### src/shared/ipic_pkg.sv
// constants, register map and state encodings of the input pulse interval capture channel
// assumes one clk_sys domain at 40 MHz and an apb master with 32-bit data
package ipic_pkg;
    localparam logic [7:0]  ADDR_START_TRIG  = 8'h00;
    localparam logic [7:0]  ADDR_STOP_TRIG   = 8'h04;
    localparam logic [7:0]  ADDR_ENABLE_STAT = 8'h08;
    localparam logic [7:0]  ADDR_MODE_CFG    = 8'h0C;
    localparam logic [7:0]  ADDR_COUNTER     = 8'h10;
    localparam logic [7:0]  ADDR_CAPTURE     = 8'h14;
    localparam logic [7:0]  ADDR_STATUS      = 8'h18;
    localparam logic [7:0]  ADDR_UNIT_CTRL   = 8'h1C;
    // mode config field positions
    localparam int          MODE_START_IRQ   = 0;
    localparam int          MODE_EDGE_LO     = 1;
    localparam int          MODE_EDGE_HI     = 2;
    localparam int          MODE_TRIG_LSB    = 3;
    localparam int          MODE_WIDTH       = 6;
    localparam int          STATUS_WRAP      = 0;
    localparam int          UNIT_CLK_EN      = 0;
    localparam int          FILTER_EN        = 1;
    localparam logic [5:0]  MODE_RESET       = 6'h00;
    localparam logic [15:0] COUNT_RESET      = 16'h0000;
    localparam logic [15:0] COUNT_MAX        = 16'hFFFF;
    localparam logic [31:0] RDATA_RESET      = 32'h0000_0000;
    localparam int          COUNT_DIV        = 1;
    typedef enum logic [1:0] {
        IPIC_IDLE  = 2'b00,
        IPIC_LOAD  = 2'b01,
        IPIC_COUNT = 2'b11
    } ipic_state_type;
endpackage : ipic_pkg

### src/hw/ipic_channel.sv
// input pulse interval capture channel with apb register slave
// assumes apb master on clk_sys; timer input pin is asynchronous
module ipic_channel
    import ipic_pkg::*;
(
    input  wire logic        clk_sys,
    input  wire logic        rst,
    input  wire logic        psel,
    input  wire logic        penable,
    input  wire logic        pwrite,
    input  wire logic [7:0]  paddr,
    input  wire logic [31:0] pwdata,
    output logic [31:0]      prdata,
    output logic             pready,
    output logic             pslverr,
    input  wire logic        timer_input_pin,
    output logic             channel_interrupt
);
    ////////////////////////////////////////////////////////////////////////////
    typedef struct packed {
        ipic_state_type     st;
        logic               unit_en;
        logic               filter_en;
        logic [5:0]         mode;
        logic [15:0]        cnt;
        logic [15:0]        cap;
        logic               wrap_flag;
        logic               wrap_seen;
        logic               irq;
        logic [31:0]        rdata;
        logic               slverr;
        logic               ready;
    } ipic_state_struct_type;

    ipic_state_struct_type s_q;
    ipic_state_struct_type s_d;
    logic                  wr;
    logic                  rd;
    logic                  start_trig;
    logic                  stop_trig;
    logic                  running;
    logic                  pin_edge;
    logic                  capture;
    logic                  mapped;
    logic                  unit_clr;

    ipic_edge_detect u_edge (
        .clk_sys    (clk_sys),
        .rst        (rst),
        .clr        (unit_clr),
        .pin        (timer_input_pin),
        .filter_en  (s_q.filter_en),
        .edge_sel   ({s_q.mode[MODE_EDGE_HI], s_q.mode[MODE_EDGE_LO]}),
        .valid_edge (pin_edge)
    );

    ////////////////////////////////////////////////////////////////////////////
    always_comb begin
        s_d        = s_q;
        // one-wait apb: response registered, answer one cycle after the access cycle
        wr         = psel & penable & pwrite & ~s_q.ready;
        rd         = psel & penable & ~pwrite & ~s_q.ready;
        mapped     = (paddr[7:5] == 3'b000) && (paddr[1:0] == 2'b00);
        unit_clr   = ~s_q.unit_en;
        // triggers are pulses, never stored: reads as 0
        start_trig = wr && s_q.unit_en && paddr == ADDR_START_TRIG && pwdata[0];
        stop_trig  = wr && s_q.unit_en && paddr == ADDR_STOP_TRIG && pwdata[0];
        running    = (s_q.st != IPIC_IDLE);
        capture    = (s_q.st == IPIC_COUNT) && (pin_edge || start_trig);
        s_d.irq    = 1'b0;
        s_d.ready  = psel & penable & ~s_q.ready;
        s_d.slverr = psel & penable & ~s_q.ready & ~mapped;
        s_d.rdata  = RDATA_RESET;

        case (s_q.st)
            IPIC_IDLE: begin
                if (start_trig) begin
                    s_d.st  = IPIC_LOAD;
                    s_d.irq = s_q.mode[MODE_START_IRQ];
                end
            end
            IPIC_LOAD: begin
                s_d.cnt       = COUNT_RESET;
                s_d.wrap_seen = 1'b0;
                s_d.st        = IPIC_COUNT;
            end
            IPIC_COUNT: begin
                if (capture) begin
                    s_d.cap       = s_q.cnt;
                    s_d.cnt       = COUNT_RESET;
                    s_d.irq       = 1'b1;
                    s_d.wrap_flag = s_q.wrap_seen | (s_q.cnt == COUNT_MAX);
                    s_d.wrap_seen = 1'b0;
                end else begin
                    s_d.cnt = s_q.cnt + 16'h0001;
                    if (s_q.cnt == COUNT_MAX) begin
                        s_d.wrap_seen = 1'b1;
                    end
                end
            end
            default: s_d.st = IPIC_IDLE;
        endcase

        if (stop_trig && running) begin
            s_d.st  = IPIC_IDLE;
            s_d.cnt = s_q.cnt;
            s_d.cap = s_q.cap;
            s_d.wrap_flag = s_q.wrap_flag;
            s_d.irq = 1'b0;
        end

        if (wr && paddr == ADDR_UNIT_CTRL) begin
            s_d.unit_en = pwdata[UNIT_CLK_EN];
            if (s_q.unit_en) begin
                s_d.filter_en = pwdata[FILTER_EN];
            end
        end
        if (wr && s_q.unit_en && paddr == ADDR_MODE_CFG) begin
            // while running only the edge bits take a write
            if (running) begin
                s_d.mode[MODE_EDGE_HI] = pwdata[MODE_EDGE_HI];
                s_d.mode[MODE_EDGE_LO] = pwdata[MODE_EDGE_LO];
            end else begin
                s_d.mode = pwdata[MODE_WIDTH-1:0];
            end
        end

        if (rd) begin
            case (paddr)
                ADDR_ENABLE_STAT: s_d.rdata = {31'h0000_0000, running};
                ADDR_MODE_CFG:    s_d.rdata = {26'h000_0000, s_q.mode};
                ADDR_COUNTER:     s_d.rdata = {16'h0000, s_q.cnt};
                ADDR_CAPTURE:     s_d.rdata = {16'h0000, s_q.cap};
                ADDR_STATUS:      s_d.rdata = {31'h0000_0000, s_q.wrap_flag};
                ADDR_UNIT_CTRL:   s_d.rdata = {30'h0000_0000, s_q.filter_en, s_q.unit_en};
                default:          s_d.rdata = RDATA_RESET;
            endcase
        end

        // unit off: every channel register except the apb response back to its initial value
        if (~s_q.unit_en && ~(wr && paddr == ADDR_UNIT_CTRL && pwdata[UNIT_CLK_EN])) begin
            s_d.st        = IPIC_IDLE;
            s_d.filter_en = 1'b0;
            s_d.mode      = MODE_RESET;
            s_d.cnt       = COUNT_RESET;
            s_d.cap       = COUNT_RESET;
            s_d.wrap_flag = 1'b0;
            s_d.wrap_seen = 1'b0;
            s_d.irq       = 1'b0;
        end
    end

    always_ff @(posedge clk_sys or posedge rst) begin
        if (rst) begin
            s_q <= '0;
        end else begin
            s_q <= s_d;
        end
    end

    assign prdata            = s_q.rdata;
    assign pready            = s_q.ready;
    assign pslverr           = s_q.slverr;
    assign channel_interrupt = s_q.irq;

    ////////////////////////////////////////////////////////////////////////////
    // assertions
    AST_START_LOADS: assert property (@(posedge clk_sys) disable iff (rst)
        (s_q.st == IPIC_IDLE && start_trig) |=> ##1 (s_q.cnt == COUNT_RESET))
        else $error("counter not cleared after start");
    AST_START_ENABLE: assert property (@(posedge clk_sys) disable iff (rst)
        (s_q.st == IPIC_IDLE && start_trig) |=> (s_q.st != IPIC_IDLE))
        else $error("start did not enable channel");
    AST_START_IRQ: assert property (@(posedge clk_sys) disable iff (rst)
        (s_q.st == IPIC_IDLE && start_trig)
        |=> (channel_interrupt == $past(s_q.mode[MODE_START_IRQ])))
        else $error("start interrupt wrong");
    AST_CAPTURE: assert property (@(posedge clk_sys) disable iff (rst)
        (capture && !stop_trig) |=> (s_q.cap == $past(s_q.cnt)))
        else $error("capture value wrong");
    AST_CAP_CLEAR: assert property (@(posedge clk_sys) disable iff (rst)
        (capture && !stop_trig && s_q.unit_en) |=> (s_q.cnt == COUNT_RESET && channel_interrupt))
        else $error("capture did not clear counter or pulse interrupt");
    AST_WRAP_FLAG: assert property (@(posedge clk_sys) disable iff (rst)
        (capture && !stop_trig && !s_q.wrap_seen && s_q.cnt != COUNT_MAX) |=> !s_q.wrap_flag)
        else $error("wrap flag not cleared");
    AST_WRAP_SEEN: assert property (@(posedge clk_sys) disable iff (rst)
        (s_q.st == IPIC_COUNT && !capture && !stop_trig && s_q.unit_en && s_q.cnt == COUNT_MAX)
        |=> (s_q.cnt == COUNT_RESET && s_q.wrap_seen))
        else $error("wrap not latched");
    AST_STOP_HOLD: assert property (@(posedge clk_sys) disable iff (rst)
        (s_q.st == IPIC_IDLE && s_q.unit_en && !start_trig) |=> $stable(s_q.cnt))
        else $error("counter moved while stopped");
    AST_STOP: assert property (@(posedge clk_sys) disable iff (rst)
        (stop_trig && running) |=> (s_q.st == IPIC_IDLE) [*2])
        else $error("stop not honoured");
    AST_UNIT_OFF: assert property (@(posedge clk_sys) disable iff (rst)
        (!s_q.unit_en && !wr) |=> (s_q.mode == MODE_RESET && s_q.cap == COUNT_RESET))
        else $error("unit not reset while disabled");
    COV_START:   cover property (@(posedge clk_sys) disable iff (rst) start_trig && !running);
    COV_PIN_CAP: cover property (@(posedge clk_sys) disable iff (rst) capture && pin_edge);
    COV_SW_CAP:  cover property (@(posedge clk_sys) disable iff (rst) capture && start_trig);
    COV_WRAP:    cover property (@(posedge clk_sys) disable iff (rst) capture && s_q.wrap_seen);
endmodule : ipic_channel

### src/hw/ipic_edge_detect.sv
// synchroniser and edge selector for the timer input pin
// assumes the pin is asynchronous to clk_sys; optional 3-sample noise filter
module ipic_edge_detect
    import ipic_pkg::*;
(
    input  wire logic       clk_sys,
    input  wire logic       rst,
    input  wire logic       clr,
    input  wire logic       pin,
    input  wire logic       filter_en,
    input  wire logic [1:0] edge_sel,
    output logic            valid_edge
);
    typedef struct packed {
        logic [1:0] sync;
        logic [1:0] hist;
        logic       level;
        logic       edge_p;
    } ipic_edge_type;

    ipic_edge_type s_q;
    ipic_edge_type s_d;
    logic          flt;
    logic          rise;
    logic          fall;

    always_comb begin
        s_d      = s_q;
        s_d.sync = {s_q.sync[0], pin};
        s_d.hist = {s_q.hist[0], s_q.sync[1]};
        // filter trades two cycles of latency for glitch rejection
        flt      = filter_en ? ((s_q.hist == {2{s_q.sync[1]}}) ? s_q.sync[1] : s_q.level)
                             : s_q.sync[1];
        s_d.level = flt;
        rise     = flt & ~s_q.level;
        fall     = ~flt & s_q.level;
        case (edge_sel)
            2'b00:   s_d.edge_p = fall;
            2'b01:   s_d.edge_p = rise;
            default: s_d.edge_p = rise | fall;
        endcase
        if (clr) begin
            s_d = '0;
        end
    end

    always_ff @(posedge clk_sys or posedge rst) begin
        if (rst) begin
            s_q <= '0;
        end else begin
            s_q <= s_d;
        end
    end

    assign valid_edge = s_q.edge_p;
endmodule : ipic_edge_detect

### config.mk
export PLATFORM = sky130hd
export DESIGN_NAME = ipic_channel
export DESIGN_NICKNAME = d
export VERILOG_FILES = /design/src/shared/ipic_pkg.sv /design/src/hw/ipic_channel.sv /design/src/hw/ipic_edge_detect.sv
export SDC_FILE = /design/constraint.sdc
export NUM_CORES = 1
export LEC_CHECK = 0
export ABC_AREA = 0
export BUFFER_PORTS_ARGS = -buffer_cell sky130_fd_sc_hd__buf_2
export CELL_PAD_IN_SITES_DETAIL_PLACEMENT = 1
export CELL_PAD_IN_SITES_GLOBAL_PLACEMENT = 1
export CORE_UTILIZATION = 41
export DETAILED_ROUTE_END_ITERATION = 10
export PLACE_DENSITY = 0.8
export SLEW_MARGIN = 20
export SYNTH_ARGS = -nofsm -noshare
export SYNTH_HDL_FRONTEND = slang
export SYNTH_SLANG_ARGS = --single-unit
export TNS_END_PERCENT = 1
### constraint.sdc
create_clock -name clk_sys -period 2.93 [get_ports clk_sys]
set_input_delay 0.4395 -clock clk_sys [delete_from_list [all_inputs] [get_ports clk_sys]]
set_output_delay 0.4395 -clock clk_sys [all_outputs]
set_load 0.005 [all_outputs]
# Yosys cells after proc, flatten, opt, wreduce, memory -nomap -nowiden
# Cells that the tools add are included.
[classes]
n_reduce_logical = 31
eq_ne = 17
n_mux = 28
addsub = 1
bitwise_logic = 18
[ops]
columns = ["cell", "count"]
rows = [
  ["$pmux 16 s6", 1],
  ["$mux 42", 1],
  ["$mux 17", 2],
  ["$mux 33", 1],
  ["$eq 8x5->1 const B", 4],
  ["$mux 16", 2],
  ["$pmux 16 s2", 1],
  ["$add 16x1->16 const B", 1],
  ["$eq 16x16->1 const B", 1],
  ["$eq 8x4->1 const B", 2],
  ["$logic_and 1x1->1", 12],
  ["$mux 6", 2],
  ["$reduce_bool 2->1", 6],
  ["$mux 1", 10],
  ["$reduce_and 2->1", 5],
  ["$and 1x1->1", 9],
  ["$eq 8x3->1 const B", 1],
  ["$logic_not 8->1", 1],
  ["$not 1->1", 7],
  ["$logic_not 2->1", 3],
  ["$mux 2", 3],
  ["$pmux 1 s2", 3],
  ["$pmux 2 s3", 1],
  ["$eq 2x1->1 const B", 2],
  ["other kinds (12)", 14],
]
[totals]
input_bits = 46
register_bits = 85
out_inout_bits = 35
wordCells = 112

# Longest topological paths before layout
[logic_depth]
word_depth = 12
depth_mapped = 9
depth_no_buf = 8

# Hierarchy
# Synthesis repeated with hierarchy kept, for this count alone.
[unflattened]
hier_cells = 412
area_unflattened_um2 = 3903.7
[by_module_without_submodules]
columns = ["module", "area_each_um2", "instances", "cells_each", "seq_area_each_um2"]
rows = [
  ["ipic_channel", 3632.2, 1, 389, 1576.5],
  ["ipic_edge_detect", 271.5, 1, 23, 150.1],
]

# Least setup slack after synthesis
# Ideal clock, no wire load.
[synth_timing]
kind = "input to register"
startpoint = "input paddr[4]"
endpoint = "register s_q[67] (netlist name)"
n_path_buf = 2
path_slack_ps = 574
arrival_time_ps = 2245
required_time_ps = 2819
stages = 7
setup_ps = 111
path_cell_list = "buf_6 -> or4_4 -> or4_4 -> o22ai_2 -> buf_6 -> nor3_2 -> a2111oi_2"
[synth_between]
elab_chain_len = 9
word_cells_on_any_way = 21
cone_classes = "eq/ne: 3; mux: 4; bitwise: 1; reduce/logical: 13"
[synth_lines]
columns = ["item", "line_no", "rtl"]
rows = [
  ["from (decl)", "ipic_channel.sv:11", "input wire logic [7:0] paddr,"],
  ["$logic_not 8->1", "ipic_channel.sv:66", "start_trig = wr && s_q.unit_en && paddr == ADDR_START_TRIG && pwdata[0];"],
  ["$logic_and 1x1->1 (2 in series)", "ipic_channel.sv:66", ""],
  ["$logic_or 1x1->1", "ipic_channel.sv:69", "capture = (s_q.st == IPIC_COUNT) && (pin_edge || start_trig);"],
  ["$logic_and 1x1->1", "ipic_channel.sv:69", ""],
  ["$mux 16", "ipic_channel.sv:88", "if (capture) begin"],
  ["$pmux 16 s2", "ipic_channel.sv:75", "case (s_q.st)"],
  ["$mux 33", "ipic_channel.sv:104", "if (stop_trig && running) begin"],
  ["$mux 42", "ipic_channel.sv:141", "if (~s_q.unit_en && ~(wr && paddr == ADDR_UNIT_CTRL && pwdata[UNIT_CLK_EN])) begin"],
  ["to (signal assigned)", "ipic_channel.sv:155", "s_q <= '0;"],
  ["to (signal assigned)", "ipic_channel.sv:157", "s_q <= s_d;"],
  ["to (decl)", "ipic_channel.sv:35", "ipic_state_struct_type s_q;"],
]
# Parallel ways exist; a longest one is shown, timed or not. The select of a mux whose other input is x is not followed.
# A chain may end at the register's enable or synchronous reset.

# Worst setup path after layout
[layout_timing]
startpoint = "register s_q[76] (netlist name)"
endpoint = "register s_q[57] (netlist name)"
[layout_between]
elab_chain_len = 9
word_cells_on_any_way = 17
cone_classes = "eq/ne: 1; mux: 4; bitwise: 1; reduce/logical: 11"
[layout_lines]
columns = ["item", "line_no"]
rows = [
  ["$logic_and 1x1->1", "ipic_channel.sv:66, ipic_channel.sv:67"],
  ["$logic_and 1x1->1 (2 in series)", "ipic_channel.sv:66"],
  ["$logic_or 1x1->1", "ipic_channel.sv:69"],
  ["$logic_and 1x1->1", "ipic_channel.sv:69"],
  ["$mux 16", "ipic_channel.sv:88"],
  ["$pmux 16 s2", "ipic_channel.sv:75"],
  ["$mux 33", "ipic_channel.sv:104"],
  ["$mux 42", "ipic_channel.sv:141"],
]
# Parallel ways exist; a longest one is shown, timed or not. The select of a mux whose other input is x is not followed.

==> key figures <==
Pwr
  – Leak: 1.810 nW
  – Total power: 0.001878 W
  – Worst vdd ir: 0.0001901 V
  – PD cells: 476.4 nW/um^2

Yosys
  – Area of the mapped netlist: 3568 um^2
  – Post-synthesis sequential area ratio: 0.4839
  – Synth Instances: 367
  – Count leader, synth: dfrtp_1
  – Primary FF master, synth: dfrtp_1
  – Post-synth top area share: 0.4839
  – Synth area leader: dfrtp_1
  – Register bit total from synthesis: 69
  – YS warnings: 0
  – Asr flop ratio synth: 1.000
  – Synth cell count leaders: 69 x dfrtp_1, 34 x buf_4, 34 x nand2_1
  – Main area contributors after synthesis: dfrtp_1 48%, buf_4 7.2%, nand3_1 3.6%
  – Netlist cell types: 52
  – Mean Syn Cell Area: 9.723 um^2
  – Post-synth EDFFs: 0

Status
  – Status: complete, no violations

Timing
  – Normalized max-slew margin: 0.5081
  – Slew Viols, Final: 0
  – TNS Setup: 0 ps
  – Worst hold margin: 205.4 ps
  – Clock Skew: 10.63 ps
  – Final worst-path cycle share: 0.9205
  – Worst Tran Pin Value: 736.8 ps
  – F_max: 370.8 MHz
  – Min Tclk post-route: 2697 ps
  – Final hold violation count: 0
  – Final setup viols: 0
  – RSZ-0062 raised after global routing: false

Detailed routing
  – Initial DRC Count: 132
  – ANT nets after route: 0
  – Drt total wl: 8370 um
  – Vias: 2760
  – Drt wl/cell: 16.64 um
  – DRT Pass-1 Iters: 4
  – Post-route DRC: 0
  – Vias per Instance: 5.487

Layout
  – Share of cells above drive strength 1: 0.2035
  – Utilization after layout: 0.4750
  – Diode count: 0
  – P&R area growth vs syn: 10.48%
  – Fin nets: 447
  – Post-route insts no fill: 503

GRT
  – First-pass GRT wire length: 14290 um
  – Gr ovfl total: 0
  – Largest net degree at the start of global routing: 37
  – Initial antenna violation count: 0
  – Number of global-route vias before repair: 2903
  – All-layer global routing usage: 0.2082

Floorplanning
  – Die H: 95.29 um
  – Die Wd: 95.29 um
  – Num rows: 33
  – DIE AREA: 9080 um^2
  – IO Count: 81
  – Core ar.: 8299 um^2
  – Starting density of the core: 0.4300

Worst setup path
  – Reg2Reg Capture Point: s_q[57]$_DFFE_PP0P_
  – WS Path Type: flop to flop
  – Worst reg2reg path startpoint: s_q[76]$_DFFE_PP0N_
  – Critical Path RT: 3130 ps
  – R2R depth: 5
  – Crit path launch: s_q[76]$_DFFE_PP0N_
  – Flop-to-flop setup slack: 230 ps
  – Setup crit start kind: flop
  – Worst-path maximum fanout: 15
  – CP arrival: 2900 ps
  – CP Capture Type: flop
  – Critical Path Sink: s_q[57]$_DFFE_PP0P_

Clock tree
  – H-tree depth: 3
  – Reg clk slew, reported paths: 80 ps
  – CTS Buf Count: 9
  – CTS tree: built
  – # resized after CTS: 0
  – Hold Buf Count CTS: 0
  – Maximum clock path buffer count: 2
  – Clock Latency Late Sink: 350 ps
  – CTS root buf: clkbuf_8
  – CTS Sinks: 69
  – Post CTS Setup Buffer Count: 0

Min path
  – Hold Path Class: primary input to async pin

Placement
  – Detail Placement HPWL: 5689 um
  – Placed Cells: 488
  – RePlAce Congestion: 0.8045
  – IO buf count: 38

Job
  – MaxCap Viol Count: 0
==> stage by stage <==
stage          area [um^2]  worst slack [ps]
2_1_floorplan         3625             573.9
4_1_cts               3943             193.0
6_report              3943             233.0
5_1_grt               3943             55.56
3_5_place_dp          3730             142.6
3_3_place_gp          3730             198.5
==> state kept, by name, indices dropped and copies added (netlist names) <==
register and flops:
s_q 44, prdata 16, u_edge.s_q 5, pslverr 1, u_edge.valid_edge 1, channel_interrupt 1
pready 1
==> worst min path at each step <==
| stage | from | cells past startpoint | endpoint |
|---|---|---|---|
| floorplan | u_edge.s_q[4]$_DFF_PP0_ | 1 | u_edge.s_q[5]$_DFF_PP0_ |
| global placement | u_edge.s_q[4]$_DFF_PP0_ | 1 | u_edge.s_q[5]$_DFF_PP0_ |
| CTS | rst | 2 | prdata[7]$_DFF_PP0_ |
| detailed placement | u_edge.s_q[4]$_DFF_PP0_ | 1 | u_edge.s_q[5]$_DFF_PP0_ |
| finish | rst | 2 | prdata[7]$_DFF_PP0_ |
| global route | rst | 2 | prdata[7]$_DFF_PP0_ |
==> final cells by class <==
class / instances / area (um^2)
fill: 958 / 4357
sequential: 69 / 1727
multi-input combinational: 247 / 1515
timing repair buffer: 50 / 292.8
tap: 105 / 131.4
clock buffer: 9 / 123.9
clock inverter: 6 / 88.84
inverter: 17 / 63.81
==> placed cells by master (no fill, tap or decap), types with 2 or more instances in the layout <==
| master | netlist | final |
|---|---|---|
| a211oi_1 | 2 | 2 |
| a21oi_1 | 17 | 17 |
| a222oi_1 | 4 | 4 |
| a22oi_1 | 10 | 10 |
| a41o_1 | 2 | 2 |
| and2_1 | 5 | 5 |
| and3_1 | 2 | 2 |
| buf_2 | 3 | 38 |
| buf_4 | 34 | 11 |
| bufinv_16 | 0 | 2 |
| clkbuf_8 | 0 | 9 |
| clkinvlp_4 | 0 | 2 |
| conb_1 | 1 | 16 |
| dfrtp_1 | 69 | 69 |
| ha_1 | 7 | 7 |
| inv_1 | 17 | 16 |
| mux2_2 | 3 | 3 |
| mux2i_1 | 10 | 10 |
| nand2_1 | 34 | 34 |
| nand2b_1 | 2 | 2 |
| nand3_1 | 26 | 26 |
| nand3b_1 | 3 | 3 |
| nand4_1 | 4 | 4 |
| nor2_1 | 32 | 32 |
| nor3_1 | 5 | 5 |
| nor3_2 | 2 | 2 |
| nor4b_2 | 0 | 2 |
| o21ai_0 | 20 | 20 |
| o32ai_1 | 12 | 12 |
| or2_2 | 2 | 2 |
| or3_1 | 2 | 2 |
| or4_1 | 2 | 2 |
| or4_4 | 2 | 2 |
==> worst max-delay path: stages (launching register included) <==
cell and delay (ps):
dfrtp_1 590, or4b_1 550, or4_4 470, o22ai_2 270, nand3b_1 500, o32ai_1 160
==> metal layers <==
layer / routed length [um] / up-vias / global-route usage
li1: - / 1316 / -
met1: 3754 / 1376 / 0.2706
met2: 4116 / 54 / 0.3482
met3: 342 / 14 / 0.02871
met4: 157 / 0 / 0.08460
met5: 0 / - / 0
==> cell families after synthesis <==
group                      Yosys count  share of synthesized area
and+or+nand+nor                    130                     0.1823
adders and majority gates            7                    0.02454
other                                1                   0.001051
buffers and inverters               66                     0.1108
muxes                               13                    0.03752
AOI/OAI and AO/OA                   81                     0.1599
DFF                                 69                     0.4839
==> power breakdown <==
group	switching [W]	internal, W	total, W
Combinational	0.0000491	0.0000193	0.0000684
Sequential	0.00000134	0.000953	0.000955
Clock	0.000381	0.000474	0.000855
(Power assumes the default switching activity.)
